[config.mk]
export PLATFORM = sky130hd
export DESIGN_NAME = wsr_status_bank
export DESIGN_NICKNAME = d
export VERILOG_FILES = /design/src/include/wsr_pkg.sv /design/src/hw/wsr_status_bank.sv /design/src/hw/wsr_u16_to_f32.sv
export SDC_FILE = /design/constraint.sdc
export NUM_CORES = 1
export LEC_CHECK = 0
export ABC_CLOCK_PERIOD_IN_PS = 8590
export BUFFER_PORTS_ARGS = -buffer_cell sky130_fd_sc_hd__buf_2
export CORE_UTILIZATION = 50
export DETAILED_ROUTE_END_ITERATION = 8
export PLACE_DENSITY = 0.73
export SETUP_SLACK_MARGIN = 0.05
export SLEW_MARGIN = 20
export SYNTH_ARGS = -nofsm -noshare
export SYNTH_HDL_FRONTEND = slang
export SYNTH_SLANG_ARGS = --single-unit
[constraint.sdc]
create_clock -name clock_in -period 8.59 [get_ports clock_in]
set_input_delay 1.718 -clock clock_in [delete_from_list [all_inputs] [get_ports clock_in]]
set_output_delay 1.718 -clock clock_in [all_outputs]
set_load 0.005 [all_outputs]
[src/include/wsr_pkg.sv]
// Purpose: Shared constants and carriers of the weigher status bank.
// Assumes: 10 MHz clock, word-indexed register port, 32-bit read data.
// Notes:   Status words are 16 bits wide and sit in the low half.

`default_nettype none

package wsr_pkg;

   // ==========================================================
   // Timing
   // ==========================================================
   localparam int unsigned CLK_PERIOD_NS = 100;
   localparam int unsigned SECOND_NS     = 1000000000;
   localparam int unsigned TICK_CYCLES   = SECOND_NS / CLK_PERIOD_NS;
   localparam int unsigned TICK_W        = 24;

   // ==========================================================
   // Register port geometry
   // ==========================================================
   localparam int unsigned AW = 5;
   localparam int unsigned DW = 32;
   localparam int unsigned HW = 16;

   // ==========================================================
   // Register offsets (word index)
   // ==========================================================
   localparam logic [4:0] OFS_OUT_B     = 5'h00;
   localparam logic [4:0] OFS_OUT_C     = 5'h01;
   localparam logic [4:0] OFS_LEVEL_LO  = 5'h02;
   localparam logic [4:0] OFS_LEVEL_HI  = 5'h03;
   localparam logic [4:0] OFS_SP_LO     = 5'h04;
   localparam logic [4:0] OFS_SP_HI     = 5'h05;
   localparam logic [4:0] OFS_TIME      = 5'h06;
   localparam logic [4:0] OFS_DATE      = 5'h07;
   localparam logic [4:0] OFS_IRQ_STAT  = 5'h08;
   localparam logic [4:0] OFS_IRQ_MASK  = 5'h09;
   localparam int unsigned FLOAT_BIT    = 4;
   localparam logic [2:0] STATUS_WORDS  = 3'h6;

   // ==========================================================
   // Field positions and reset values
   // ==========================================================
   localparam int unsigned SEC_LSB   = 0;
   localparam int unsigned MIN_LSB   = 8;
   localparam int unsigned HOUR_LSB  = 16;
   localparam int unsigned DAY_LSB   = 0;
   localparam int unsigned MONTH_LSB = 8;
   localparam int unsigned YEAR_LSB  = 16;
   localparam logic [7:0]  RST_SEC   = 8'h00;
   localparam logic [7:0]  RST_MIN   = 8'h00;
   localparam logic [7:0]  RST_HOUR  = 8'h00;
   localparam logic [7:0]  RST_DAY   = 8'h01;
   localparam logic [7:0]  RST_MONTH = 8'h01;
   localparam logic [15:0] RST_YEAR  = 16'h07D0;
   localparam logic [7:0]  SEC_LAST  = 8'h3B;
   localparam logic [7:0]  HOUR_LAST = 8'h17;
   localparam logic [7:0]  MONTH_LAST = 8'h0C;

   // Interrupt bits: one per status word plus the seconds tick
   localparam int unsigned IRQ_W    = 7;
   localparam int unsigned IRQ_TICK = 6;
   localparam logic [6:0]  RST_IRQ  = 7'h00;

   // Single precision layout
   localparam logic [7:0]  FLOAT_BIAS = 8'h7F;

   // ==========================================================
   // Carriers
   // ==========================================================
   typedef struct packed {
      logic [7:0]  out_6x;
      logic [7:0]  out_5x;
      logic [7:0]  out_4x;
      logic [7:0]  out_3x;
      logic [31:0] level_above;
      logic [15:0] sp_done;
      logic [15:0] sp_active;
   } wsr_status_t;

   typedef struct packed {
      logic [15:0] year;
      logic [7:0]  month;
      logic [7:0]  day;
      logic [7:0]  hour;
      logic [7:0]  min;
      logic [7:0]  sec;
   } wsr_rtc_t;

endpackage : wsr_pkg

`default_nettype wire

[src/hw/wsr_status_bank.sv]
// Purpose: Read-only status words and time-of-day clock of the weigher.
// Assumes: Status inputs are synchronous to clock_in and already settled.
// Notes:   Read data stand one cycle after the read strobe, zero otherwise.

`timescale 1ns/1ns
`default_nettype none

// Contract
// Outputs 31-38 in bits 0-7, 41-48 in bits 8-15, 1 = active.
// Outputs 51-58 in bits 0-7, 61-68 in bits 8-15, 1 = active.
// Level word low: bit n set while weight is above level n+1.
// Level word high: bit n set while weight is above level n+17.
// Setpoints 1-8: activated in bit 2k, cycle done in bit 2k+1.
// Setpoints 9-16 use the same paired layout in a second word.
// A float-format read returns the word converted, not raw bits.
// Clock registers give the current time and date.
// Status and clock registers ignore writes.
module wsr_status_bank #(
   parameter int unsigned TICK_CYCLES = wsr_pkg::TICK_CYCLES
) (
   input  wire logic                 clock_in,
   input  wire logic                 rst_n_in,
   input  wire logic [4:0]           addr_in,
   input  wire logic [31:0]          wr_data_in,
   input  wire logic                 wr_en_in,
   input  wire logic                 rd_en_in,
   output logic      [31:0]          rd_data_out,
   output logic                      irq_out,
   input  wire wsr_pkg::wsr_status_t status_in,
   input  wire logic                 time_load_in,
   input  wire wsr_pkg::wsr_rtc_t    time_set_in
);

   // ==========================================================
   // Declarations
   // ==========================================================
   localparam logic [23:0] TICK_LAST = 24'(TICK_CYCLES - 1);

   logic [15:0] out_b_ff;
   logic [15:0] out_c_ff;
   logic [15:0] level_lo_ff;
   logic [15:0] level_hi_ff;
   logic [15:0] sp_lo_ff;
   logic [15:0] sp_hi_ff;

   logic [15:0] nxt_out_b;
   logic [15:0] nxt_out_c;
   logic [15:0] nxt_level_lo;
   logic [15:0] nxt_level_hi;
   logic [15:0] nxt_sp_lo;
   logic [15:0] nxt_sp_hi;

   logic [23:0] tick_cnt_ff;
   logic        tick;
   logic [7:0]  sec_ff;
   logic [7:0]  min_ff;
   logic [7:0]  hour_ff;
   logic [7:0]  day_ff;
   logic [7:0]  month_ff;
   logic [15:0] year_ff;
   logic        sec_wrap;
   logic        min_wrap;
   logic        hour_wrap;
   logic        day_wrap;
   logic        month_wrap;
   logic [7:0]  month_len;

   logic [6:0]  irq_stat_ff;
   logic [6:0]  irq_mask_ff;
   logic [6:0]  nxt_irq_stat;
   logic [6:0]  nxt_irq_mask;
   logic [6:0]  irq_event;
   logic [6:0]  irq_clear;
   logic        irq_ff;

   // Read path and float view
   logic [31:0] rd_data_ff;
   logic [31:0] read_word;
   logic [15:0] float_src;
   logic [31:0] float_word;
   logic [31:0] time_word;
   logic [31:0] date_word;

   // ==========================================================
   // Status word assembly
   // ==========================================================
   // Digital output groups, first digit of each pair in the low byte
   assign nxt_out_b = {status_in.out_4x, status_in.out_3x};
   assign nxt_out_c = {status_in.out_6x, status_in.out_5x};

   // Level flags split over two words, level 1 in bit 0
   // Level 17 lands in bit 0 of the high word
   assign nxt_level_lo = status_in.level_above[15:0];
   assign nxt_level_hi = status_in.level_above[31:16];

   // Interleave activated and cycle-done flags per setpoint
   for (genvar k = 0; k < 8; k++) begin : g_sp
      assign nxt_sp_lo[2*k]   = status_in.sp_active[k];
      assign nxt_sp_lo[2*k+1] = status_in.sp_done[k];
      assign nxt_sp_hi[2*k]   = status_in.sp_active[k+8];
      assign nxt_sp_hi[2*k+1] = status_in.sp_done[k+8];
   end

   // Snapshot so a read sees one coherent word, not a moving input
   // Costs one cycle of latency on every word
   always_ff @(posedge clock_in) begin
      if (!rst_n_in) begin
         out_b_ff    <= 16'h0000;
         out_c_ff    <= 16'h0000;
         level_lo_ff <= 16'h0000;
         level_hi_ff <= 16'h0000;
         sp_lo_ff    <= 16'h0000;
         sp_hi_ff    <= 16'h0000;
      end else begin
         out_b_ff    <= nxt_out_b;
         out_c_ff    <= nxt_out_c;
         level_lo_ff <= nxt_level_lo;
         level_hi_ff <= nxt_level_hi;
         sp_lo_ff    <= nxt_sp_lo;
         sp_hi_ff    <= nxt_sp_hi;
      end
   end

   // ==========================================================
   // Time-of-day clock
   // ==========================================================
   // One-second prescaler; a load restarts the second
   // so the first second after a load is a full one
   assign tick = (tick_cnt_ff == TICK_LAST);

   always_ff @(posedge clock_in) begin
      if (!rst_n_in) begin
         tick_cnt_ff <= 24'h000000;
      end else if (time_load_in || tick) begin
         tick_cnt_ff <= 24'h000000;
      end else begin
         tick_cnt_ff <= tick_cnt_ff + 24'h000001;
      end
   end

   // Month length, leap years every fourth year only
   // Limitation: century years count as leap years
   always_comb begin
      case (month_ff)
         8'h02: begin
            month_len = (year_ff[1:0] == 2'h0) ? 8'h1D : 8'h1C;
         end
         8'h04, 8'h06, 8'h09, 8'h0B: begin
            month_len = 8'h1E;
         end
         default: begin
            month_len = 8'h1F;
         end
      endcase
   end

   // Carry chain from seconds up to years
   // Each carry needs every lower carry in the same cycle
   assign sec_wrap   = tick && (sec_ff == wsr_pkg::SEC_LAST);
   assign min_wrap   = sec_wrap && (min_ff == wsr_pkg::SEC_LAST);
   assign hour_wrap  = min_wrap && (hour_ff == wsr_pkg::HOUR_LAST);
   assign day_wrap   = hour_wrap && (day_ff >= month_len);
   assign month_wrap = day_wrap && (month_ff >= wsr_pkg::MONTH_LAST);

   // Seconds, minutes and hours
   always_ff @(posedge clock_in) begin
      if (!rst_n_in) begin
         sec_ff  <= wsr_pkg::RST_SEC;
         min_ff  <= wsr_pkg::RST_MIN;
         hour_ff <= wsr_pkg::RST_HOUR;
      end else if (time_load_in) begin
         sec_ff  <= time_set_in.sec;
         min_ff  <= time_set_in.min;
         hour_ff <= time_set_in.hour;
      end else begin
         if (sec_wrap) begin
            sec_ff <= 8'h00;
         end else if (tick) begin
            sec_ff <= sec_ff + 8'h01;
         end
         if (min_wrap) begin
            min_ff <= 8'h00;
         end else if (sec_wrap) begin
            min_ff <= min_ff + 8'h01;
         end
         if (hour_wrap) begin
            hour_ff <= 8'h00;
         end else if (min_wrap) begin
            hour_ff <= hour_ff + 8'h01;
         end
      end
   end

   // Day, month and year
   always_ff @(posedge clock_in) begin
      if (!rst_n_in) begin
         day_ff   <= wsr_pkg::RST_DAY;
         month_ff <= wsr_pkg::RST_MONTH;
         year_ff  <= wsr_pkg::RST_YEAR;
      end else if (time_load_in) begin
         day_ff   <= time_set_in.day;
         month_ff <= time_set_in.month;
         year_ff  <= time_set_in.year;
      end else begin
         if (day_wrap) begin
            day_ff <= 8'h01;
         end else if (hour_wrap) begin
            day_ff <= day_ff + 8'h01;
         end
         if (month_wrap) begin
            month_ff <= 8'h01;
         end else if (day_wrap) begin
            month_ff <= month_ff + 8'h01;
         end
         if (month_wrap) begin
            year_ff <= year_ff + 16'h0001;
         end
      end
   end

   // Packed views as software reads them
   always_comb begin
      time_word = 32'h00000000;
      date_word = 32'h00000000;
      time_word[wsr_pkg::SEC_LSB +: 8]    = sec_ff;
      time_word[wsr_pkg::MIN_LSB +: 8]    = min_ff;
      time_word[wsr_pkg::HOUR_LSB +: 8]   = hour_ff;
      date_word[wsr_pkg::DAY_LSB +: 8]    = day_ff;
      date_word[wsr_pkg::MONTH_LSB +: 8]  = month_ff;
      date_word[wsr_pkg::YEAR_LSB +: 16]  = year_ff;
   end

   // ==========================================================
   // Interrupt status and mask
   // ==========================================================
   // A status word that changes raises its own event bit
   // The tick bit fires each second; mask it to poll quietly
   assign irq_event[0] = (nxt_out_b != out_b_ff);
   assign irq_event[1] = (nxt_out_c != out_c_ff);
   assign irq_event[2] = (nxt_level_lo != level_lo_ff);
   assign irq_event[3] = (nxt_level_hi != level_hi_ff);
   assign irq_event[4] = (nxt_sp_lo != sp_lo_ff);
   assign irq_event[5] = (nxt_sp_hi != sp_hi_ff);
   assign irq_event[wsr_pkg::IRQ_TICK] = tick;

   // Write one to clear
   assign irq_clear = (wr_en_in && addr_in == wsr_pkg::OFS_IRQ_STAT)
                    ? wr_data_in[wsr_pkg::IRQ_W-1:0] : 7'h00;

   // Set beats clear so an event in the clearing cycle survives
   assign nxt_irq_stat = (irq_stat_ff & ~irq_clear) | irq_event;
   assign nxt_irq_mask = (wr_en_in && addr_in == wsr_pkg::OFS_IRQ_MASK)
                       ? wr_data_in[wsr_pkg::IRQ_W-1:0] : irq_mask_ff;

   always_ff @(posedge clock_in) begin
      if (!rst_n_in) begin
         irq_stat_ff <= wsr_pkg::RST_IRQ;
         irq_mask_ff <= wsr_pkg::RST_IRQ;
         irq_ff      <= 1'b0;
      end else begin
         irq_stat_ff <= nxt_irq_stat;
         irq_mask_ff <= nxt_irq_mask;
         irq_ff      <= |(nxt_irq_stat & nxt_irq_mask);
      end
   end

   // ==========================================================
   // Read path
   // ==========================================================
   // Source word for the float alias window
   // Clock and interrupt words have no float view
   always_comb begin
      case (addr_in[2:0])
         3'h0:    float_src = out_b_ff;
         3'h1:    float_src = out_c_ff;
         3'h2:    float_src = level_lo_ff;
         3'h3:    float_src = level_hi_ff;
         3'h4:    float_src = sp_lo_ff;
         3'h5:    float_src = sp_hi_ff;
         default: float_src = 16'h0000;
      endcase
   end

   // Integer bit pattern to single precision
   wsr_u16_to_f32 wsr_u16_to_f32_inst (
      .value_in  (float_src),
      .float_out (float_word)
   );

   // Address decode; unmapped words read as zero
   // Bit 4 picks the float window; status words read zero in their upper halves
   always_comb begin
      read_word = 32'h00000000;
      if (addr_in[wsr_pkg::FLOAT_BIT]) begin
         if (addr_in[3:0] < {1'b0, wsr_pkg::STATUS_WORDS}) begin
            read_word = float_word;
         end
      end else begin
         case (addr_in)
            wsr_pkg::OFS_OUT_B:    read_word = {16'h0000, out_b_ff};
            wsr_pkg::OFS_OUT_C:    read_word = {16'h0000, out_c_ff};
            wsr_pkg::OFS_LEVEL_LO: read_word = {16'h0000, level_lo_ff};
            wsr_pkg::OFS_LEVEL_HI: read_word = {16'h0000, level_hi_ff};
            wsr_pkg::OFS_SP_LO:    read_word = {16'h0000, sp_lo_ff};
            wsr_pkg::OFS_SP_HI:    read_word = {16'h0000, sp_hi_ff};
            wsr_pkg::OFS_TIME:     read_word = time_word;
            wsr_pkg::OFS_DATE:     read_word = date_word;
            wsr_pkg::OFS_IRQ_STAT: read_word = {25'h0000000, irq_stat_ff};
            wsr_pkg::OFS_IRQ_MASK: read_word = {25'h0000000, irq_mask_ff};
            default:               read_word = 32'h00000000;
         endcase
      end
   end

   // Data stand only in the cycle after the strobe, to keep the bus quiet
   always_ff @(posedge clock_in) begin
      if (!rst_n_in) begin
         rd_data_ff <= 32'h00000000;
      end else if (rd_en_in) begin
         rd_data_ff <= read_word;
      end else begin
         rd_data_ff <= 32'h00000000;
      end
   end

   // ==========================================================
   // Write path
   // ==========================================================
   // Only the interrupt pair takes writes; everything else has no
   // write port at all, so a stray write cannot disturb a reading

   // Time is set only through time_load_in, never by software

   // ==========================================================
   // Outputs
   // ==========================================================
   // Both come straight from flops, no logic after them
   assign rd_data_out = rd_data_ff;
   assign irq_out     = irq_ff;

endmodule : wsr_status_bank

`default_nettype wire

[src/hw/wsr_u16_to_f32.sv]
// Purpose: Turns an unsigned 16-bit word into a single-precision float.
// Assumes: Combinational; exact, since 16 bits fit the 24-bit mantissa.
// Notes:   Zero maps to +0.0.

`timescale 1ns/1ns
`default_nettype none

module wsr_u16_to_f32 (
   input  wire logic [15:0] value_in,
   output logic      [31:0] float_out
);

   // ==========================================================
   // Leading one search and normalisation
   // ==========================================================
   logic [3:0]  msb_pos;
   logic [38:0] wide;
   logic [7:0]  expo;

   // Highest set bit wins, so scan upward
   always_comb begin
      msb_pos = 4'h0;
      for (int i = 0; i < 16; i++) begin
         if (value_in[i]) begin
            msb_pos = i[3:0];
         end
      end
   end

   // Hidden bit lands on position 23 after the shift
   assign wide = {value_in, 23'h000000} >> msb_pos;
   assign expo = wsr_pkg::FLOAT_BIAS + {4'h0, msb_pos};

   always_comb begin
      if (value_in == 16'h0000) begin
         float_out = 32'h00000000;
      end else begin
         float_out = {1'b0, expo, wide[22:0]};
      end
   end

endmodule : wsr_u16_to_f32

`default_nettype wire

==> results.py <==
metrics = {
    "clock_tree": {
        "cts_buffer_depth": 3,
        "cts_sinks": 223,
        "cts_setup_buffers": 0,
        "cts.repair.resized": 0,
        "worstSkewPairLatency_ns": 0.55,
        "cts_made_buffers": 24,
        "clock-root-buffer": "clkbuf_16",
        "holdBufCountCts": 0,
        "htree_levels": 1,
        "clk_pin_slew_ns": 0.06,
        "cts_tree": "built",
    },
    "critical_path": {
        "critPathBufInv": 3,
        "cpPeakStageDelay_ns": 0.81,
        "cp_top_family": "compound AO/OA/AOI/OAI gates",
        "crit_chain": "buf_2 > buf_4 > mux2i_1 > mux2_2 > o21ai_1 > o311ai_0 > a221o_1 > inv_2 > nor4_1 > ha_1 > o21ai_0",
        "worstSetupPathType": "in -> reg",
        "reg2reg_slack_ns": 4.43,
        "crit_required_ns": 9.03,
        "crit_slowest_cell": "a221o_1",
        "setup.worst_path.start_class": "primary input",
        "path_max_fanout": 37,
        "arrival_ns": 6.18,
        "crit_path_end_kind": "flop",
    },
    "drt": {
        "vias": 12080,
        "wl_mm": 40.77,
        "via_per_inst": 6.200,
        "wl_per_cell_um": 20.92,
        "dr.pass1.iters": 9,
        "drt_iter0_markers": 1392,
        "ant_nets": 0,
        "drcViolationCount": 0,
    },
    "timing": {
        "slew_viol_final": 0,
        "finalHoldViolCount": 0,
        "relSlewSlack_pct": 38.61,
        "fmax_mhz": 174.2,
        "fin_crit_sh_pct": 66.82,
        "rsz0062_at_grt": "no",
        "setup_viol": 0,
        "setup_tns_ns": 0,
        "period_needed_ns": 5.740,
        "skew_ns": 0.03264,
        "worstMarginPinSlew_ns": 0.9187,
        "whs_ns": 0.4610,
    },
    "worst_hold_path": {
        "hp-class": "reg -> reg",
    },
    "run_status": {
        "status": "finished clean",
    },
    "layout": {
        "fillers": 2161,
        "fin_nets": 1815,
        "drive_above_1_share_pct": 18.17,
        "final_core_util_pct": 59.08,
        "syn2layout_area_growth_pct": 16.42,
    },
    "die": {
        "core_area_um2": 24250,
        "num_rows": 57,
        "die_area_um2": 25240,
        "initial_core_util_pct": 50.75,
        "num_io_pins": 227,
        "dieWidth_um": 158.9,
        "die_h_um": 158.9,
    },
    "yosys": {
        "synth_edf_count": 0,
        "syn-num-nets": 1662,
        "synth_area_leaders": "dfxtp_1 36%, xor2_1 8.0%, and2_1 5.5%",
        "synth_top_area_cell": "dfxtp_1",
        "syn_area_per_cell_um2": 8.469,
        "syn_area_um2": 12310,
        "synth_top_family_by_area": "simple AND/OR/NAND/NOR gates",
        "synth_cells": 1453,
        "synth_warnings": 0,
        "yosysUniqueCellTypes": 75,
        "synth_xor_area_share_pct": 8.683,
        "synth-compound-area-share_pct": 19.11,
        "ys.flop_type": "dfxtp_1",
        "async_reset_ff_share_pct": 0,
        "synth_top_cell_area_share_pct": 36.28,
        "ys_seq_area_share_pct": 36.28,
        "muxShareOfSynthArea_pct": 7.128,
        "synth_fa_ha_area_share_pct": 1.525,
        "ys_ff_latch": 223,
        "yosys.area_share.simple_pct": 23.71,
    },
    "pwr": {
        "power_density_nw_per_um2": 189.5,
        "leakagePower_nw": 5.983,
        "ir_drop_uv": 152.6,
    },
    "global_routing": {
        "grt_pass1_wl_mm": 62.61,
        "gr-total-overflow": 0,
        "antenna_found_initial": 0,
        "grt_usage_pct": 31.53,
        "grt_max_degree": 107,
        "grt_pass1_vias": 11090,
    },
    "flow_run": {
        "max_cap_violations": 0,
    },
    "placement": {
        "numPortBuffers": 201,
        "dp_hpwl_mm": 30.44,
        "place_congestion": 0.9644,
    },
}
-- layout by cell type (no fill, tap or decap), types with 15 or more instances in the layout --
cell type	count
nor2_1	148
a222oi_1	18
a21oi_1	74
nand3_1	39
a31oi_1	19
o22ai_1	18
mux2i_1	43
clkbuf_16	24
and2_1	109
xor2_1	113
nand4_1	23
a221oi_1	24
nand2_1	95
a22oi_1	29
mux2_2	26
buf_2	201
inv_1	18
and3_1	30
nor3_1	33
dfxtp_1	223
o21ai_0	53
a211oi_1	22
ha_1	15
nor2b_1	18
nor4_1	38
-- cell type report --
type	count	area, um^2	share of cell area (%)
tap	324	405.4	2.830
clock inverter	8	165.2	1.153
sequential	223	4464	31.16
multi-input combinational	1123	7418	51.78
clock buffer	36	695.7	4.856
timing repair buffer	213	1096	7.651
inverter	21	78.83	0.5502
antenna	1	2.502	0.01747
-- path summary, 6_finish.rpt --
path                endpoint           start  cells past startpoint
max reg2reg      year_ff[13]     month_ff[4]                     11
min           tick_cnt_ff[0]  tick_cnt_ff[0]                      1
max          rd_data_out[26]      addr_in[0]                     11
min reg2reg   tick_cnt_ff[0]  tick_cnt_ff[0]                      1
-- cells in the mapped netlist, types with 5 or more instances --
cell	number
nand2_1	95
mux2i_1	43
xnor2_1	9
a221o_1	7
a21oi_1	74
or4_1	5
nand4_1	23
a31oi_1	19
ha_1	15
nor2b_1	18
mux4_2	5
a22o_1	10
dfxtp_1	223
buf_2	9
o21ai_0	53
nand3_1	39
clkbuf_1	67
xor2_1	113
a211oi_1	22
buf_1	6
o211ai_1	7
mux2_2	26
and3_1	30
a22oi_1	29
nand2b_1	6
a222oi_1	18
inv_1	18
nor4_1	39
and2_1	109
or3_1	8
o22ai_1	18
a221oi_1	24
nor3_1	35
nor2_1	148
-- power breakdown --
part	internal (mW)	leakage [nW]	switching (mW)	total, mW
combinational	0.180	3.73	0.274	0.455
sequential	1.08	1.84	0.0655	1.15
clock	0.683	0.420	0.431	1.11
-- cell families after synthesis --
kind of cell | Yosys count
simple gates | 573
compound gates | 336
mux | 77
flops | 223
xor+xnor | 122
buf+inv | 107
fa+ha+maj | 15
-- through the flow --
| step | std cells | power [mW] | setup slack (ns) | area [um^2] |
|---|---|---|---|---|
| after floorplan | 1453 | 1.444 | 3.800 | 12310 |
| after global placement | 1904 | 1.603 | 2.545 | 13460 |
| after detailed placement | 1904 | 1.606 | 2.461 | 13460 |
| after CTS | 1948 | 2.714 | 2.982 | 14320 |
| after global routing | 1948 | 2.821 | 2.639 | 14320 |
| final | 1949 | 2.714 | 2.850 | 14330 |
-- state kept, by name, indices dropped and copies added, names as in the netlist --
name	flops
tick_cnt_ff	24
month_ff	8
year_ff	16
level_hi_ff	16
sp_hi_ff	16
day_ff	8
irq_out	1
rd_data_out	32
min_ff	8
out_c_ff	16
irq_stat_ff	7
sec_ff	8
irq_mask_ff	7
out_b_ff	16
sp_lo_ff	16
level_lo_ff	16
hour_ff	8
-- metal layers --
metal  part of all wire [%]  vias to the layer above  wire, um  GRT usage, %
met4                    4.9                        0      1985         14.95
met1                     42                     5678     17050         42.96
li1                       -                     5625         -             -
met5                      0                        -         0             0
met3                    9.4                      137      3815         5.408
met2                     44                      644     17910         48.31
Power figures use the tool's default switching activity.
